===== config.mk =====
export PLATFORM = sky130hd
export DESIGN_NAME = cra_endpoint_flat
export DESIGN_NICKNAME = d
export VERILOG_FILES = /design/src/inc/cra_pkg.sv /design/src/inc/cra_if.sv /design/src/hw/cra_endpoint.sv /design/src/flat_wrapper.sv
export SDC_FILE = /design/constraint.sdc
export NUM_CORES = 1
export LEC_CHECK = 0
export ABC_AREA = 0
export BUFFER_PORTS_ARGS = -buffer_cell sky130_fd_sc_hd__buf_4
export CORE_AREA = 2 2 132 134
export DETAILED_ROUTE_END_ITERATION = 16
export DIE_AREA = 0 0 134 136
export PLACE_DENSITY_LB_ADDON = 0.08
export SLEW_MARGIN = 30
export SYNTH_ARGS = -nofsm -noshare
export SYNTH_HDL_FRONTEND = slang
export SYNTH_SLANG_ARGS = --single-unit

===== constraint.sdc =====
create_clock -name CLK_I -period 3.25 [get_ports CLK_I]
set_input_delay 0.65 -clock CLK_I [delete_from_list [all_inputs] [get_ports CLK_I]]
set_output_delay 0.65 -clock CLK_I [all_outputs]
set_load 0.02 [all_outputs]

===== src/inc/cra_pkg.sv =====
// Shared constants, types and helpers of the configuration access link
// What this block does
// - Status register id is number shifted eight, 0x0C
// - Tile destination: tile id over low code C20C
// - Config write: 192, reply id, register, data, 1
// - Write answers 3,1 on success, 4,1 failure
// - Config read: 193, reply id, register, 1
// - Config read answers 3, word, 1 or 4,1
// - Node destination: node id over low code C30C
// - Peripheral destination: node id, peripheral byte, 02
// - Peripheral read: 37, reply id, register, size, 1
// - Peripheral read answers 3, size bytes, 1 or 4,1
package cra_pkg;

  // ==========================================================================
  // Control tokens
  localparam logic [7:0] TOK_CFG_WR = 8'hC0;
  localparam logic [7:0] TOK_CFG_RD = 8'hC1;
  localparam logic [7:0] TOK_PER_WR = 8'h24;
  localparam logic [7:0] TOK_PER_RD = 8'h25;
  localparam logic [7:0] TOK_END = 8'h01;
  localparam logic [7:0] TOK_ACK = 8'h03;
  localparam logic [7:0] TOK_NAK = 8'h04;

  // ==========================================================================
  // Destination codes and field sizes
  localparam logic [15:0] DST_TILE = 16'hC20C;
  localparam logic [15:0] DST_NODE = 16'hC30C;
  localparam logic [7:0] DST_PERIPH = 8'h02;
  localparam logic [7:0] PS_LOW = 8'h0C;
  localparam int PS_SHIFT = 8;
  localparam logic [7:0] RID_BYTES = 8'h03;
  localparam logic [7:0] CFG_REG_BYTES = 8'h02;
  localparam logic [7:0] PER_REG_BYTES = 8'h01;
  localparam logic [7:0] CFG_DATA_BYTES = 8'h04;
  localparam logic [7:0] MAX_PER_BYTES = 8'h04;
  localparam logic [7:0] REQ_DATA_POS = 8'h06;

  // ==========================================================================
  // Types
  typedef enum logic [1:0] {CRA_SP_TILE, CRA_SP_NODE, CRA_SP_PERIPH}
    cra_space_t;
  typedef enum logic [3:0] {EP_HEAD, EP_RID, EP_REG, EP_SIZE, EP_DATA,
    EP_TAIL, EP_DROP, EP_EXEC, EP_SEND} cra_ep_state_t;
  typedef enum logic [2:0] {RQ_IDLE, RQ_SEND, RQ_HEAD, RQ_DATA, RQ_TAIL}
    cra_rq_state_t;

  // ==========================================================================
  // Helpers
  // Byte k of an nb-byte field sent most significant byte first
  function automatic logic [7:0] cra_pick(input logic [31:0] w,
      input logic [7:0] k, input logic [7:0] nb);
    logic [7:0] s;
    s = nb - k - 8'h01;
    cra_pick = (s < 8'h04) ? w[{s[1:0], 3'b000} +: 8] : 8'h00;
  endfunction : cra_pick

  function automatic logic [31:0] cra_ps_rid(input logic [15:0] r);
    cra_ps_rid = ({16'h0000, r} << PS_SHIFT) | {24'h00_0000, PS_LOW};
  endfunction : cra_ps_rid

endpackage : cra_pkg


===== src/inc/cra_if.sv =====
// Token link between a requesting channel-end and the configuration endpoint
`timescale 1ns/1ps
interface cra_if;
  logic req_valid;
  logic req_ready;
  logic req_ctrl;
  logic [7:0] req_data;
  logic [31:0] req_dest;
  logic rsp_valid;
  logic rsp_ready;
  logic rsp_ctrl;
  logic [7:0] rsp_data;
  logic [23:0] rsp_dest;

  modport endpoint(input req_valid, req_ctrl, req_data, req_dest, rsp_ready,
    output req_ready, rsp_valid, rsp_ctrl, rsp_data, rsp_dest);
  modport requester(output req_valid, req_ctrl, req_data, req_dest,
    rsp_ready, input req_ready, rsp_valid, rsp_ctrl, rsp_data, rsp_dest);
endinterface : cra_if


===== src/hw/cra_endpoint.sv =====
// Configuration endpoint: decodes request messages and sends the answers
`timescale 1ns/1ps
module cra_endpoint #(
  parameter logic [15:0] TILE_ID = 16'h0000,
  parameter logic [15:0] NODE_ID = 16'h0000
) (
  input wire logic CLK_I,
  input wire logic RST_N_I,
  cra_if.endpoint LINK,
  output logic CFG_REQ_O,
  output logic CFG_WR_O,
  output cra_pkg::cra_space_t CFG_SPACE_O,
  output logic [15:0] CFG_ADDR_O,
  output logic [31:0] CFG_WDATA_O,
  output logic [7:0] CFG_SIZE_O,
  input wire logic CFG_ACK_I,
  input wire logic CFG_OK_I,
  input wire logic [31:0] CFG_RDATA_I
);

  // ==========================================================================
  // State
  cra_pkg::cra_ep_state_t state_reg;
  cra_pkg::cra_ep_state_t state_next;
  cra_pkg::cra_ep_state_t field_after;
  cra_pkg::cra_space_t space_reg;
  cra_pkg::cra_space_t hdr_space;
  logic [7:0] cnt_reg;
  logic [7:0] cnt_next;
  logic [7:0] need;
  logic ready_reg;
  logic wr_reg;
  logic hdr_wr;
  logic hdr_ok;
  logic [23:0] rid_reg;
  logic [15:0] addr_reg;
  logic [7:0] size_reg;
  logic [31:0] data_reg;
  logic [31:0] rdata_reg;
  logic ok_reg;
  logic ok_next;
  logic req_reg;
  logic [7:0] ridx_reg;
  logic rsp_valid_reg;
  logic rsp_ctrl_reg;
  logic [7:0] rsp_data_reg;
  logic [23:0] rsp_dest_reg;
  logic take;
  logic rsp_take;
  logic is_end;
  logic last;
  logic size_ok;
  logic [7:0] nb_rsp;
  logic tile_hit;
  logic node_hit;
  logic per_hit;

  assign take = LINK.req_valid & ready_reg;
  assign rsp_take = rsp_valid_reg & LINK.rsp_ready;
  assign is_end = LINK.req_ctrl && (LINK.req_data == cra_pkg::TOK_END);
  assign last = (cnt_reg == need - 8'h01);
  assign size_ok = (size_reg != 8'h00) && (size_reg <= cra_pkg::MAX_PER_BYTES);
  assign nb_rsp = (ok_reg && !wr_reg) ? size_reg : 8'h00;

  // ==========================================================================
  // Header decode
  always_comb begin
    tile_hit = (LINK.req_dest[15:0] == cra_pkg::DST_TILE) &&
      (LINK.req_dest[31:16] == TILE_ID);
    node_hit = (LINK.req_dest[15:0] == cra_pkg::DST_NODE) &&
      (LINK.req_dest[31:16] == NODE_ID);
    per_hit = (LINK.req_dest[7:0] == cra_pkg::DST_PERIPH) &&
      (LINK.req_dest[31:16] == NODE_ID);
    hdr_ok = 1'b0;
    hdr_wr = 1'b0;
    hdr_space = cra_pkg::CRA_SP_TILE;
    if ((tile_hit || node_hit) &&
        ((LINK.req_data == cra_pkg::TOK_CFG_WR) ||
         (LINK.req_data == cra_pkg::TOK_CFG_RD))) begin
      hdr_ok = 1'b1;
      hdr_wr = (LINK.req_data == cra_pkg::TOK_CFG_WR);
      hdr_space = tile_hit ? cra_pkg::CRA_SP_TILE : cra_pkg::CRA_SP_NODE;
    end else if (per_hit &&
        ((LINK.req_data == cra_pkg::TOK_PER_WR) ||
         (LINK.req_data == cra_pkg::TOK_PER_RD))) begin
      hdr_ok = 1'b1;
      hdr_wr = (LINK.req_data == cra_pkg::TOK_PER_WR);
      hdr_space = cra_pkg::CRA_SP_PERIPH;
    end
  end

  // ==========================================================================
  // Field lengths and order
  always_comb begin
    need = 8'h01;
    field_after = cra_pkg::EP_TAIL;
    case (state_reg)
      cra_pkg::EP_RID: begin
        need = cra_pkg::RID_BYTES;
        field_after = cra_pkg::EP_REG;
      end
      cra_pkg::EP_REG: begin
        if (space_reg == cra_pkg::CRA_SP_PERIPH) begin
          need = cra_pkg::PER_REG_BYTES;
          field_after = cra_pkg::EP_SIZE;
        end else begin
          need = cra_pkg::CFG_REG_BYTES;
          field_after = wr_reg ? cra_pkg::EP_DATA : cra_pkg::EP_TAIL;
        end
      end
      cra_pkg::EP_SIZE: begin
        field_after = (wr_reg && LINK.req_data != 8'h00) ?
          cra_pkg::EP_DATA : cra_pkg::EP_TAIL;
      end
      cra_pkg::EP_DATA: begin
        need = size_reg;
      end
      default: begin
        need = 8'h01;
      end
    endcase
  end

  // ==========================================================================
  // Message sequencer
  always_comb begin
    state_next = state_reg;
    cnt_next = cnt_reg;
    ok_next = ok_reg;
    case (state_reg)
      cra_pkg::EP_HEAD: begin
        if (take) begin
          cnt_next = 8'h00;
          if (LINK.req_ctrl && hdr_ok) begin
            state_next = cra_pkg::EP_RID;
          end else if (!is_end) begin
            state_next = cra_pkg::EP_DROP;
          end
        end
      end
      cra_pkg::EP_RID, cra_pkg::EP_REG, cra_pkg::EP_SIZE,
      cra_pkg::EP_DATA: begin
        if (take && LINK.req_ctrl) begin
          state_next = is_end ? cra_pkg::EP_HEAD : cra_pkg::EP_DROP;
        end else if (take && last) begin
          cnt_next = 8'h00;
          state_next = field_after;
        end else if (take) begin
          cnt_next = cnt_reg + 8'h01;
        end
      end
      cra_pkg::EP_TAIL: begin
        if (take) begin
          if (!is_end) begin
            state_next = cra_pkg::EP_DROP;
          end else if (size_ok) begin
            state_next = cra_pkg::EP_EXEC;
          end else begin
            state_next = cra_pkg::EP_SEND;
            ok_next = 1'b0;
          end
        end
      end
      cra_pkg::EP_DROP: begin
        if (take && is_end) begin
          state_next = cra_pkg::EP_HEAD;
        end
      end
      cra_pkg::EP_EXEC: begin
        if (CFG_ACK_I) begin
          state_next = cra_pkg::EP_SEND;
          ok_next = CFG_OK_I;
        end
      end
      cra_pkg::EP_SEND: begin
        if (rsp_take && (ridx_reg == nb_rsp + 8'h01)) begin
          state_next = cra_pkg::EP_HEAD;
        end
      end
      default: begin
        state_next = cra_pkg::EP_HEAD;
      end
    endcase
  end

  always_ff @(posedge CLK_I) begin
    if (!RST_N_I) begin
      state_reg <= cra_pkg::EP_HEAD;
      cnt_reg <= 8'h00;
      ok_reg <= 1'b0;
      ready_reg <= 1'b0;
    end else begin
      state_reg <= state_next;
      cnt_reg <= cnt_next;
      ok_reg <= ok_next;
      ready_reg <= (state_next != cra_pkg::EP_EXEC) &&
        (state_next != cra_pkg::EP_SEND);
    end
  end

  // ==========================================================================
  // Field capture, most significant byte first
  always_ff @(posedge CLK_I) begin
    if (!RST_N_I) begin
      space_reg <= cra_pkg::CRA_SP_TILE;
      wr_reg <= 1'b0;
      rid_reg <= 24'h00_0000;
      addr_reg <= 16'h0000;
      size_reg <= 8'h00;
      data_reg <= 32'h0000_0000;
    end else if (take && !LINK.req_ctrl) begin
      case (state_reg)
        cra_pkg::EP_RID: rid_reg <= {rid_reg[15:0], LINK.req_data};
        cra_pkg::EP_REG: addr_reg <= {addr_reg[7:0], LINK.req_data};
        cra_pkg::EP_SIZE: size_reg <= LINK.req_data;
        cra_pkg::EP_DATA: data_reg <= {data_reg[23:0], LINK.req_data};
        default: begin
        end
      endcase
    end else if (take && state_reg == cra_pkg::EP_HEAD && hdr_ok) begin
      space_reg <= hdr_space;
      wr_reg <= hdr_wr;
      addr_reg <= 16'h0000;
      data_reg <= 32'h0000_0000;
      size_reg <= (hdr_space == cra_pkg::CRA_SP_PERIPH) ? 8'h00 :
        cra_pkg::CFG_DATA_BYTES;
    end
  end

  // ==========================================================================
  // Register side request
  always_ff @(posedge CLK_I) begin
    if (!RST_N_I) begin
      req_reg <= 1'b0;
      rdata_reg <= 32'h0000_0000;
    end else begin
      req_reg <= (state_reg == cra_pkg::EP_TAIL) &&
        (state_next == cra_pkg::EP_EXEC);
      if (state_reg == cra_pkg::EP_EXEC && CFG_ACK_I) begin
        rdata_reg <= CFG_RDATA_I;
      end
    end
  end

  // ==========================================================================
  // Response tokens
  always_ff @(posedge CLK_I) begin
    if (!RST_N_I) begin
      rsp_valid_reg <= 1'b0;
      rsp_ctrl_reg <= 1'b0;
      rsp_data_reg <= 8'h00;
      rsp_dest_reg <= 24'h00_0000;
      ridx_reg <= 8'h00;
    end else if (state_reg != cra_pkg::EP_SEND &&
        state_next == cra_pkg::EP_SEND) begin
      rsp_valid_reg <= 1'b1;
      rsp_ctrl_reg <= 1'b1;
      rsp_data_reg <= ok_next ? cra_pkg::TOK_ACK : cra_pkg::TOK_NAK;
      rsp_dest_reg <= rid_reg;
      ridx_reg <= 8'h00;
    end else if (rsp_take) begin
      if (ridx_reg == nb_rsp + 8'h01) begin
        rsp_valid_reg <= 1'b0;
      end else if (ridx_reg < nb_rsp) begin
        rsp_ctrl_reg <= 1'b0;
        rsp_data_reg <= cra_pkg::cra_pick(rdata_reg, ridx_reg, nb_rsp);
        ridx_reg <= ridx_reg + 8'h01;
      end else begin
        rsp_ctrl_reg <= 1'b1;
        rsp_data_reg <= cra_pkg::TOK_END;
        ridx_reg <= ridx_reg + 8'h01;
      end
    end
  end

  assign LINK.req_ready = ready_reg;
  assign LINK.rsp_valid = rsp_valid_reg;
  assign LINK.rsp_ctrl = rsp_ctrl_reg;
  assign LINK.rsp_data = rsp_data_reg;
  assign LINK.rsp_dest = rsp_dest_reg;
  assign CFG_REQ_O = req_reg;
  assign CFG_WR_O = wr_reg;
  assign CFG_SPACE_O = space_reg;
  assign CFG_ADDR_O = addr_reg;
  assign CFG_WDATA_O = data_reg;
  assign CFG_SIZE_O = size_reg;

endmodule : cra_endpoint


===== src/flat_wrapper.sv =====
// flat-port wrapper written by rule: the top's interface ports become plain ports
module cra_endpoint_flat 
#(
  parameter logic [15:0] TILE_ID = 16'h0000,
  parameter logic [15:0] NODE_ID = 16'h0000
)
  (CLK_I, RST_N_I, CFG_REQ_O, CFG_WR_O, CFG_SPACE_O, CFG_ADDR_O, CFG_WDATA_O, CFG_SIZE_O, CFG_ACK_I, CFG_OK_I, CFG_RDATA_I, LINK_req_valid, LINK_req_ctrl, LINK_req_data, LINK_req_dest, LINK_rsp_ready, LINK_req_ready, LINK_rsp_valid, LINK_rsp_ctrl, LINK_rsp_data, LINK_rsp_dest);
  cra_if LINK_i ();
  input wire logic CLK_I;
  input wire logic RST_N_I;
  output logic CFG_REQ_O;
  output logic CFG_WR_O;
  output cra_pkg::cra_space_t CFG_SPACE_O;
  output logic [15:0] CFG_ADDR_O;
  output logic [31:0] CFG_WDATA_O;
  output logic [7:0] CFG_SIZE_O;
  input wire logic CFG_ACK_I;
  input wire logic CFG_OK_I;
  input wire logic [31:0] CFG_RDATA_I;
  input wire logic [$bits(LINK_i.req_valid)-1:0] LINK_req_valid;
  input wire logic [$bits(LINK_i.req_ctrl)-1:0] LINK_req_ctrl;
  input wire logic [$bits(LINK_i.req_data)-1:0] LINK_req_data;
  input wire logic [$bits(LINK_i.req_dest)-1:0] LINK_req_dest;
  input wire logic [$bits(LINK_i.rsp_ready)-1:0] LINK_rsp_ready;
  output wire logic [$bits(LINK_i.req_ready)-1:0] LINK_req_ready;
  output wire logic [$bits(LINK_i.rsp_valid)-1:0] LINK_rsp_valid;
  output wire logic [$bits(LINK_i.rsp_ctrl)-1:0] LINK_rsp_ctrl;
  output wire logic [$bits(LINK_i.rsp_data)-1:0] LINK_rsp_data;
  output wire logic [$bits(LINK_i.rsp_dest)-1:0] LINK_rsp_dest;
  assign LINK_i.req_valid = LINK_req_valid;
  assign LINK_i.req_ctrl = LINK_req_ctrl;
  assign LINK_i.req_data = LINK_req_data;
  assign LINK_i.req_dest = LINK_req_dest;
  assign LINK_i.rsp_ready = LINK_rsp_ready;
  assign LINK_req_ready = LINK_i.req_ready;
  assign LINK_rsp_valid = LINK_i.rsp_valid;
  assign LINK_rsp_ctrl = LINK_i.rsp_ctrl;
  assign LINK_rsp_data = LINK_i.rsp_data;
  assign LINK_rsp_dest = LINK_i.rsp_dest;
  cra_endpoint #(.TILE_ID(TILE_ID), .NODE_ID(NODE_ID)) u_core (.CLK_I(CLK_I), .RST_N_I(RST_N_I), .LINK(LINK_i), .CFG_REQ_O(CFG_REQ_O), .CFG_WR_O(CFG_WR_O), .CFG_SPACE_O(CFG_SPACE_O), .CFG_ADDR_O(CFG_ADDR_O), .CFG_WDATA_O(CFG_WDATA_O), .CFG_SIZE_O(CFG_SIZE_O), .CFG_ACK_I(CFG_ACK_I), .CFG_OK_I(CFG_OK_I), .CFG_RDATA_I(CFG_RDATA_I));
endmodule

-- Word level (Yosys, flattened, before mapping)
Cells that the tools add are included.
- output and inout bits: 95
- input port bits: 79
- register bits after elaboration: 172
- reduce and logical (&&, ||, !) cells: 45
- shift operators: 1
- equal/unequal tests: 32
- $add $sub $neg: 6
- magnitude comparators: 3
- mux-type cells: 60
- bitwise logic cells: 5
- operators with widths (kind ; count):
    8-bit two-way mux ; 13
    32-bit two-way mux ; 3
    16-bit two-way mux ; 3
    4-bit two-way mux ; 12
    16-bit equality test, second input constant ; 2
    32-bit by 6-bit indexed part select with 8-bit output ; 1
    8-bit by 1-bit adder with 8-bit output, second input constant ; 3
    4-bit case mux with 6 select lines ; 1
    8-bit case mux with 3 select lines ; 1
    1-bit logical AND ; 21
    4-bit by 3-bit equality test with 1-bit output, second input constant ; 5
    1-bit two-way mux ; 18
    8-bit by 6-bit equality test with 1-bit output, second input constant ; 2
    8-bit equality test ; 2
    8-bit equality test, second input constant ; 2
    16-bit logical NOT ; 1
    8-bit case mux with 2 select lines ; 1
    2-bit AND reduction ; 8
    8-bit nonzero test ; 2
    8-bit by 1-bit subtractor with 8-bit output, second input constant ; 2
    4-bit case mux with 3 select lines ; 1
    3-bit two-way mux ; 3
    4-bit by 2-bit equality test with 1-bit output, second input constant ; 2
    4-bit equality test, second input constant ; 2
    24 further kinds ; 41

-- Logic depth before layout (Yosys ltp)
- word-level depth: 13
- mapped depth: 14

-- Worst setup path before layout
Ideal clock, no wire load.
- path type: register to register
- from: register u_core.state_reg[1]
- to: register u_core.state_reg[2]
- buffers on the path: 3
- period minus slack after synthesis: 3.293 ns
- library setup time: 0.086 ns
- path slack: -0.043 ns
- data arrival time: 3.208 ns
- cell stages (with the launch flop): 14
- cells stage by stage: dfxtp_1 -> buf_6 -> nor4b_1 -> buf_2 -> a32o_1 -> ha_1 -> clkbuf_1 -> nor2b_1 -> a221oi_2 -> nor3_1 -> o2111a_1 -> o2111ai_4 -> o2111a_1 -> a211oi_1
- longest elaborated chain between the ends: 8
- ends and longest elaborated chain (what ; RTL line ; source):
    from (decl) ; cra_endpoint.sv:23 ; cra_pkg::cra_ep_state_t state_reg;
    from (signal assigned) ; cra_endpoint.sv:188 ; state_reg <= cra_pkg::EP_HEAD;
    from (signal assigned) ; cra_endpoint.sv:193 ; state_reg <= state_next;
    4-bit by 3-bit equality test with 1-bit output (tied with other cells) ; cra_endpoint.sv:97, cra_endpoint.sv:130 ;
    8-bit case mux with 3 select lines ; cra_endpoint.sv:97 ; case (state_reg)
    8-bit by 1-bit subtractor with 8-bit output ; cra_endpoint.sv:61 ; assign last = (cnt_reg == need - 8'h01);
    8-bit equality test ; cra_endpoint.sv:61 ;
    1-bit logical AND ; cra_endpoint.sv:145 ; end else if (take && last) begin
    4-bit two-way mux ; cra_endpoint.sv:145 ;
    4-bit two-way mux ; cra_endpoint.sv:143 ; if (take && LINK.req_ctrl) begin
    4-bit case mux with 6 select lines (*) ; cra_endpoint.sv:130 ; case (state_reg)
Every way passes the cells marked *; elsewhere a longest branch is shown, timed or not.
A chain may end at the register's enable or synchronous reset.

-- Worst setup path in the final report
- from: register u_core.wr_reg, in the netlist u_core.CFG_WR_O
- to: register u_core.rsp_data_reg[1], in the netlist u_core.LINK.rsp_data[1]
- longest elaborated chain between the ends: 12
- ends and longest elaborated chain (what ; RTL line ; source):
    from (decl) ; cra_endpoint.sv:32 ; logic wr_reg;
    from (signal assigned) ; cra_endpoint.sv:222 ; wr_reg <= hdr_wr;
    parallel branches: the longest is 12 deep, another holds 8-bit subtractor ; -- ;
    to (signal assigned) ; cra_endpoint.sv:258 ; rsp_data_reg <= ok_next ? cra_pkg::TOK_ACK : cra_pkg::TOK_NAK;
    to (signal assigned) ; cra_endpoint.sv:266 ; rsp_data_reg <= cra_pkg::cra_pick(rdata_reg, ridx_reg, nb_rsp);
    to (signal assigned) ; cra_endpoint.sv:270 ; rsp_data_reg <= cra_pkg::TOK_END;
    to (decl) ; cra_endpoint.sv:46 ; logic [7:0] rsp_data_reg;
Parallel ways; which one is timed is not known. The select of a mux whose other input is x is not followed.

==> impl_metrics.py <==
metrics = {
    "outcome": {
        "status": "completed",
    },
    "grt": {
        "grt_pass1_vias": 7345,
        "use_met2_pct": 41.7,
        "overflow": 0,
        "grt_max_degree": 108,
        "grt_use_total_pct": 25.6,
        "grtUsageMet1_pct": 34.5,
        "grt_first_pass_wirelength_mm": 37.3,
        "grt.busiest_layer": "met2",
        "antenna_found_initial": 0,
        "gr-usage-met3_pct": 6.08,
    },
    "route": {
        "wl_per_cell_um": 16.0,
        "wl_mm": 23.2,
        "vias": 7900,
        "first_iter_violations": 460,
        "drcViolationCount": 0,
        "ant_nets": 0,
        "dr.pass1.iters": 4,
        "post_drt_via_cell_ratio": 5.44,
    },
    "setup_path": {
        "critPathMaxFanout": 5,
        "end_kind": "flip-flop",
        "r2r_start": "u_core.CFG_WR_O",
        "critPathLaunchType": "flip-flop",
        "startpoint": "u_core.CFG_WR_O",
        "crit_path_end": "u_core.LINK.rsp_data[1]",
        "crit_required_ns": 3.60,
        "cp.arrival_ns": 3.40,
        "path_cells": "nand2b_1 -> nor2_2 -> ha_1 -> inv_1 -> fa_1 -> xnor2_1 -> a221oi_1 -> o21ai_0 -> a211oi_1 -> buf_4 -> nand4_1 -> or3b_2 -> a31oi_1",
        "worstSetupPathType": "reg -> reg",
        "worstReg2RegEnd": "u_core.LINK.rsp_data[1]",
        "crit_path_top_delay_cell": "or3b_2",
        "slowest_delay_ns": 0.45,
        "ff2ff_path_depth": 13,
        "r2r_slack_ns": 0.19,
    },
    "sta": {
        "drv_slew": 0,
        "fin_skew_ns": 0.00921,
        "fin_tns_setup_ns": 0,
        "finalSetupViolCount": 0,
        "worst_slack_ns": 0.194,
        "maxSlewHeadroom_pct": 42.2,
        "fin_crit_ns": 3.06,
        "hold_viol_final": 0,
        "fmax_mhz": 327,
        "fin_crit_sh_pct": 94.0,
        "worstMarginPinSlew_ns": 0.868,
        "rsz0062_at_grt": "true",
    },
    "power_and_ir_drop": {
        "clock_power_share_pct": 45.5,
        "p_comb_share_pct": 6.9,
        "power_density_nw_per_um2": 420,
        "p_switching_mw": 1.06,
        "swShare_pct": 23.8,
        "intPower_mw": 3.39,
        "ir_drop_mv": 0.355,
        "seq_power_share_pct": 47.6,
        "finalPower_mw": 4.45,
        "leakagePower_nw": 4.07,
    },
    "yosys": {
        "synth_flop_cell": "dfxtp_1",
        "ys.warnings.count": 0,
        "synthTopCellsByArea": "dfxtp_1 42%, nand2_1 11%, a21oi_1 8.5%",
        "synth_edf_count": 0,
        "synth_fa_ha_area_share_pct": 3.11,
        "synth-compound-area-share_pct": 17.5,
        "synth.area.mux_share_pct": 4.99,
        "syn_area_um2": 8280,
        "postSynthCellCount": 1057,
        "syn_avg_cell_area_um2": 7.84,
        "synth_top_area_cell": "dfxtp_1",
        "synth_top_area_share_pct": 41.6,
        "synth_seq_cells": 172,
        "ys_seq_area_share_pct": 41.6,
        "synth-async-reset-ratio_pct": 0,
        "synth_xor_area_share_pct": 2.22,
        "synthSimpleGateAreaFrac_pct": 25.6,
        "synth.distinct_cells": 68,
        "synth_fp_nets": 1156,
        "synth_top_family_by_area": "simple AND/OR/NAND/NOR gates",
    },
    "finish": {
        "utilization_pct": 62.7,
        "nNetsFinal": 1314,
        "drive_above_1_share_pct": 22.6,
        "antenna_cells": 0,
        "final_cell_mix": "248 x nand2_1, 206 x buf_4, 170 x dfxtp_1",
        "fin_cells": 1453,
        "final_common_cell": "nand2_1",
        "syn2layout_area_growth_pct": 27.7,
    },
    "floorplan": {
        "rows": 48,
        "die_area_um2": 18200,
        "die_w_um": 134,
        "start_util_pct": 49.1,
        "fp.coreArea_um2": 16900,
        "io_pins": 174,
        "die_h_um": 136,
    },
    "clock_network": {
        "clk_latency_ns": 0.43,
        "cts_tree": "done",
        "clock_path_buffers": 2,
        "cts_buffers": 17,
        "root_buffer": "clkbuf_16",
        "htree_num_levels": 4,
        "cts.reportedPaths.clkPinSlew_ns": 0.07,
        "cts.sinks": 172,
        "postCtsHoldBufs": 0,
    },
    "job": {
        "maxCapViolCount": 0,
    },
    "placement": {
        "gp_congestion": 0.895,
        "placed_cells": 1421,
        "dpl.hpwl_mm": 16.9,
        "portBuffers": 173,
        "dpl_worst_slack_ns": 0.103,
    },
    "min_path": {
        "hp-class": "reg -> reg",
    },
}
Yosys cell counts, types with 14 or more instances:
master and instances:
or3_1 14, ha_1 19, o21ai_0 32, mux2i_1 21, nand2_1 248, xnor2_1 14
a21oi_1 141, nand4_1 14, nor2_1 67, clkbuf_1 61, nand3_1 45, inv_1 33
nor3_1 21, dfxtp_1 172
worst min-delay path by stage:
stage / start / to / slack (ns) / cells past startpoint
finish: u_core.LINK.rsp_dest[23] / u_core.LINK.rsp_dest[23] / 0.45 / 2
global route: CFG_RDATA_I[15] / u_core.rdata_reg[15] / 0.46 / 3
CTS: CFG_RDATA_I[31] / u_core.rdata_reg[31] / 0.45 / 3
detailed placement: u_core.LINK.rsp_dest[23] / u_core.LINK.rsp_dest[23] / 0.45 / 2
global placement: u_core.CFG_WDATA_O[27] / u_core.CFG_WDATA_O[27] / 0.44 / 2
floorplan: u_core.rdata_reg[0] / u_core.rdata_reg[0] / 0.43 / 2
routing by layer:
metal	vias to the layer above	part of all wire, %
met5	-	0
met4	0	1.1
met3	20	6.2
met2	221	47
met1	3690	46
li1	3969	-
cells by family (layout without fill, tap and decap cells):
kind of cell,count (synthesis),in the layout
flip-flops,172,172
AND/OR/NAND/NOR,471,471
AO/OA/AOI/OAI,237,237
XOR/XNOR,21,21
buffers and inverters,105,276
adder cells (fa/ha/maj),20,20
multiplexers,31,31
area by class of cell:
class	instances	area, um2
tap	225	282
clock inverter	12	129
clock buffer	20	467
fill	1590	6300
timing repair buffer	210	1630
multi-input combinational	780	4500
inverter	34	130
sequential	172	3450
metrics by stage:
step	hold slack [ns]	cell area (um2)
CTS	0.454	10600
floorplan	0.433	8290
finish	0.452	10600
detailed placement	0.446	9960
global route	0.458	10600
global placement	0.440	9950
repair_timing:
| item | CTS | global route |
|---|---|---|
| setup endpoints to repair | 0 | 16 |
| setup buffers | 0 | 0 |
| hold endpoints to repair | 0 | 0 |
| gates resized for setup | 0 | 7 |
critical path, delay by kind of cell, from the launching register on:
family | cells | cell delay (ns)
AND/OR/NAND/NOR | 4 | 0.92
adder cells (fa/ha/maj) | 2 | 0.59
flip-flops | 1 | 0.33
buffers and inverters | 2 | 0.23
AO/OA/AOI/OAI | 4 | 0.77
XOR/XNOR | 1 | 0.15
power groups by stage:
stage	logic, mW	clock network [mW]	registers, mW
floorplan	0.163	0	2.16
global placement	0.302	0	2.16
detailed placement	0.304	0	2.16
CTS	0.305	2.05	2.12
global route	0.332	2.14	2.12
finish	0.307	2.02	2.12
Note: power is estimated with default switching activity, not from simulation.
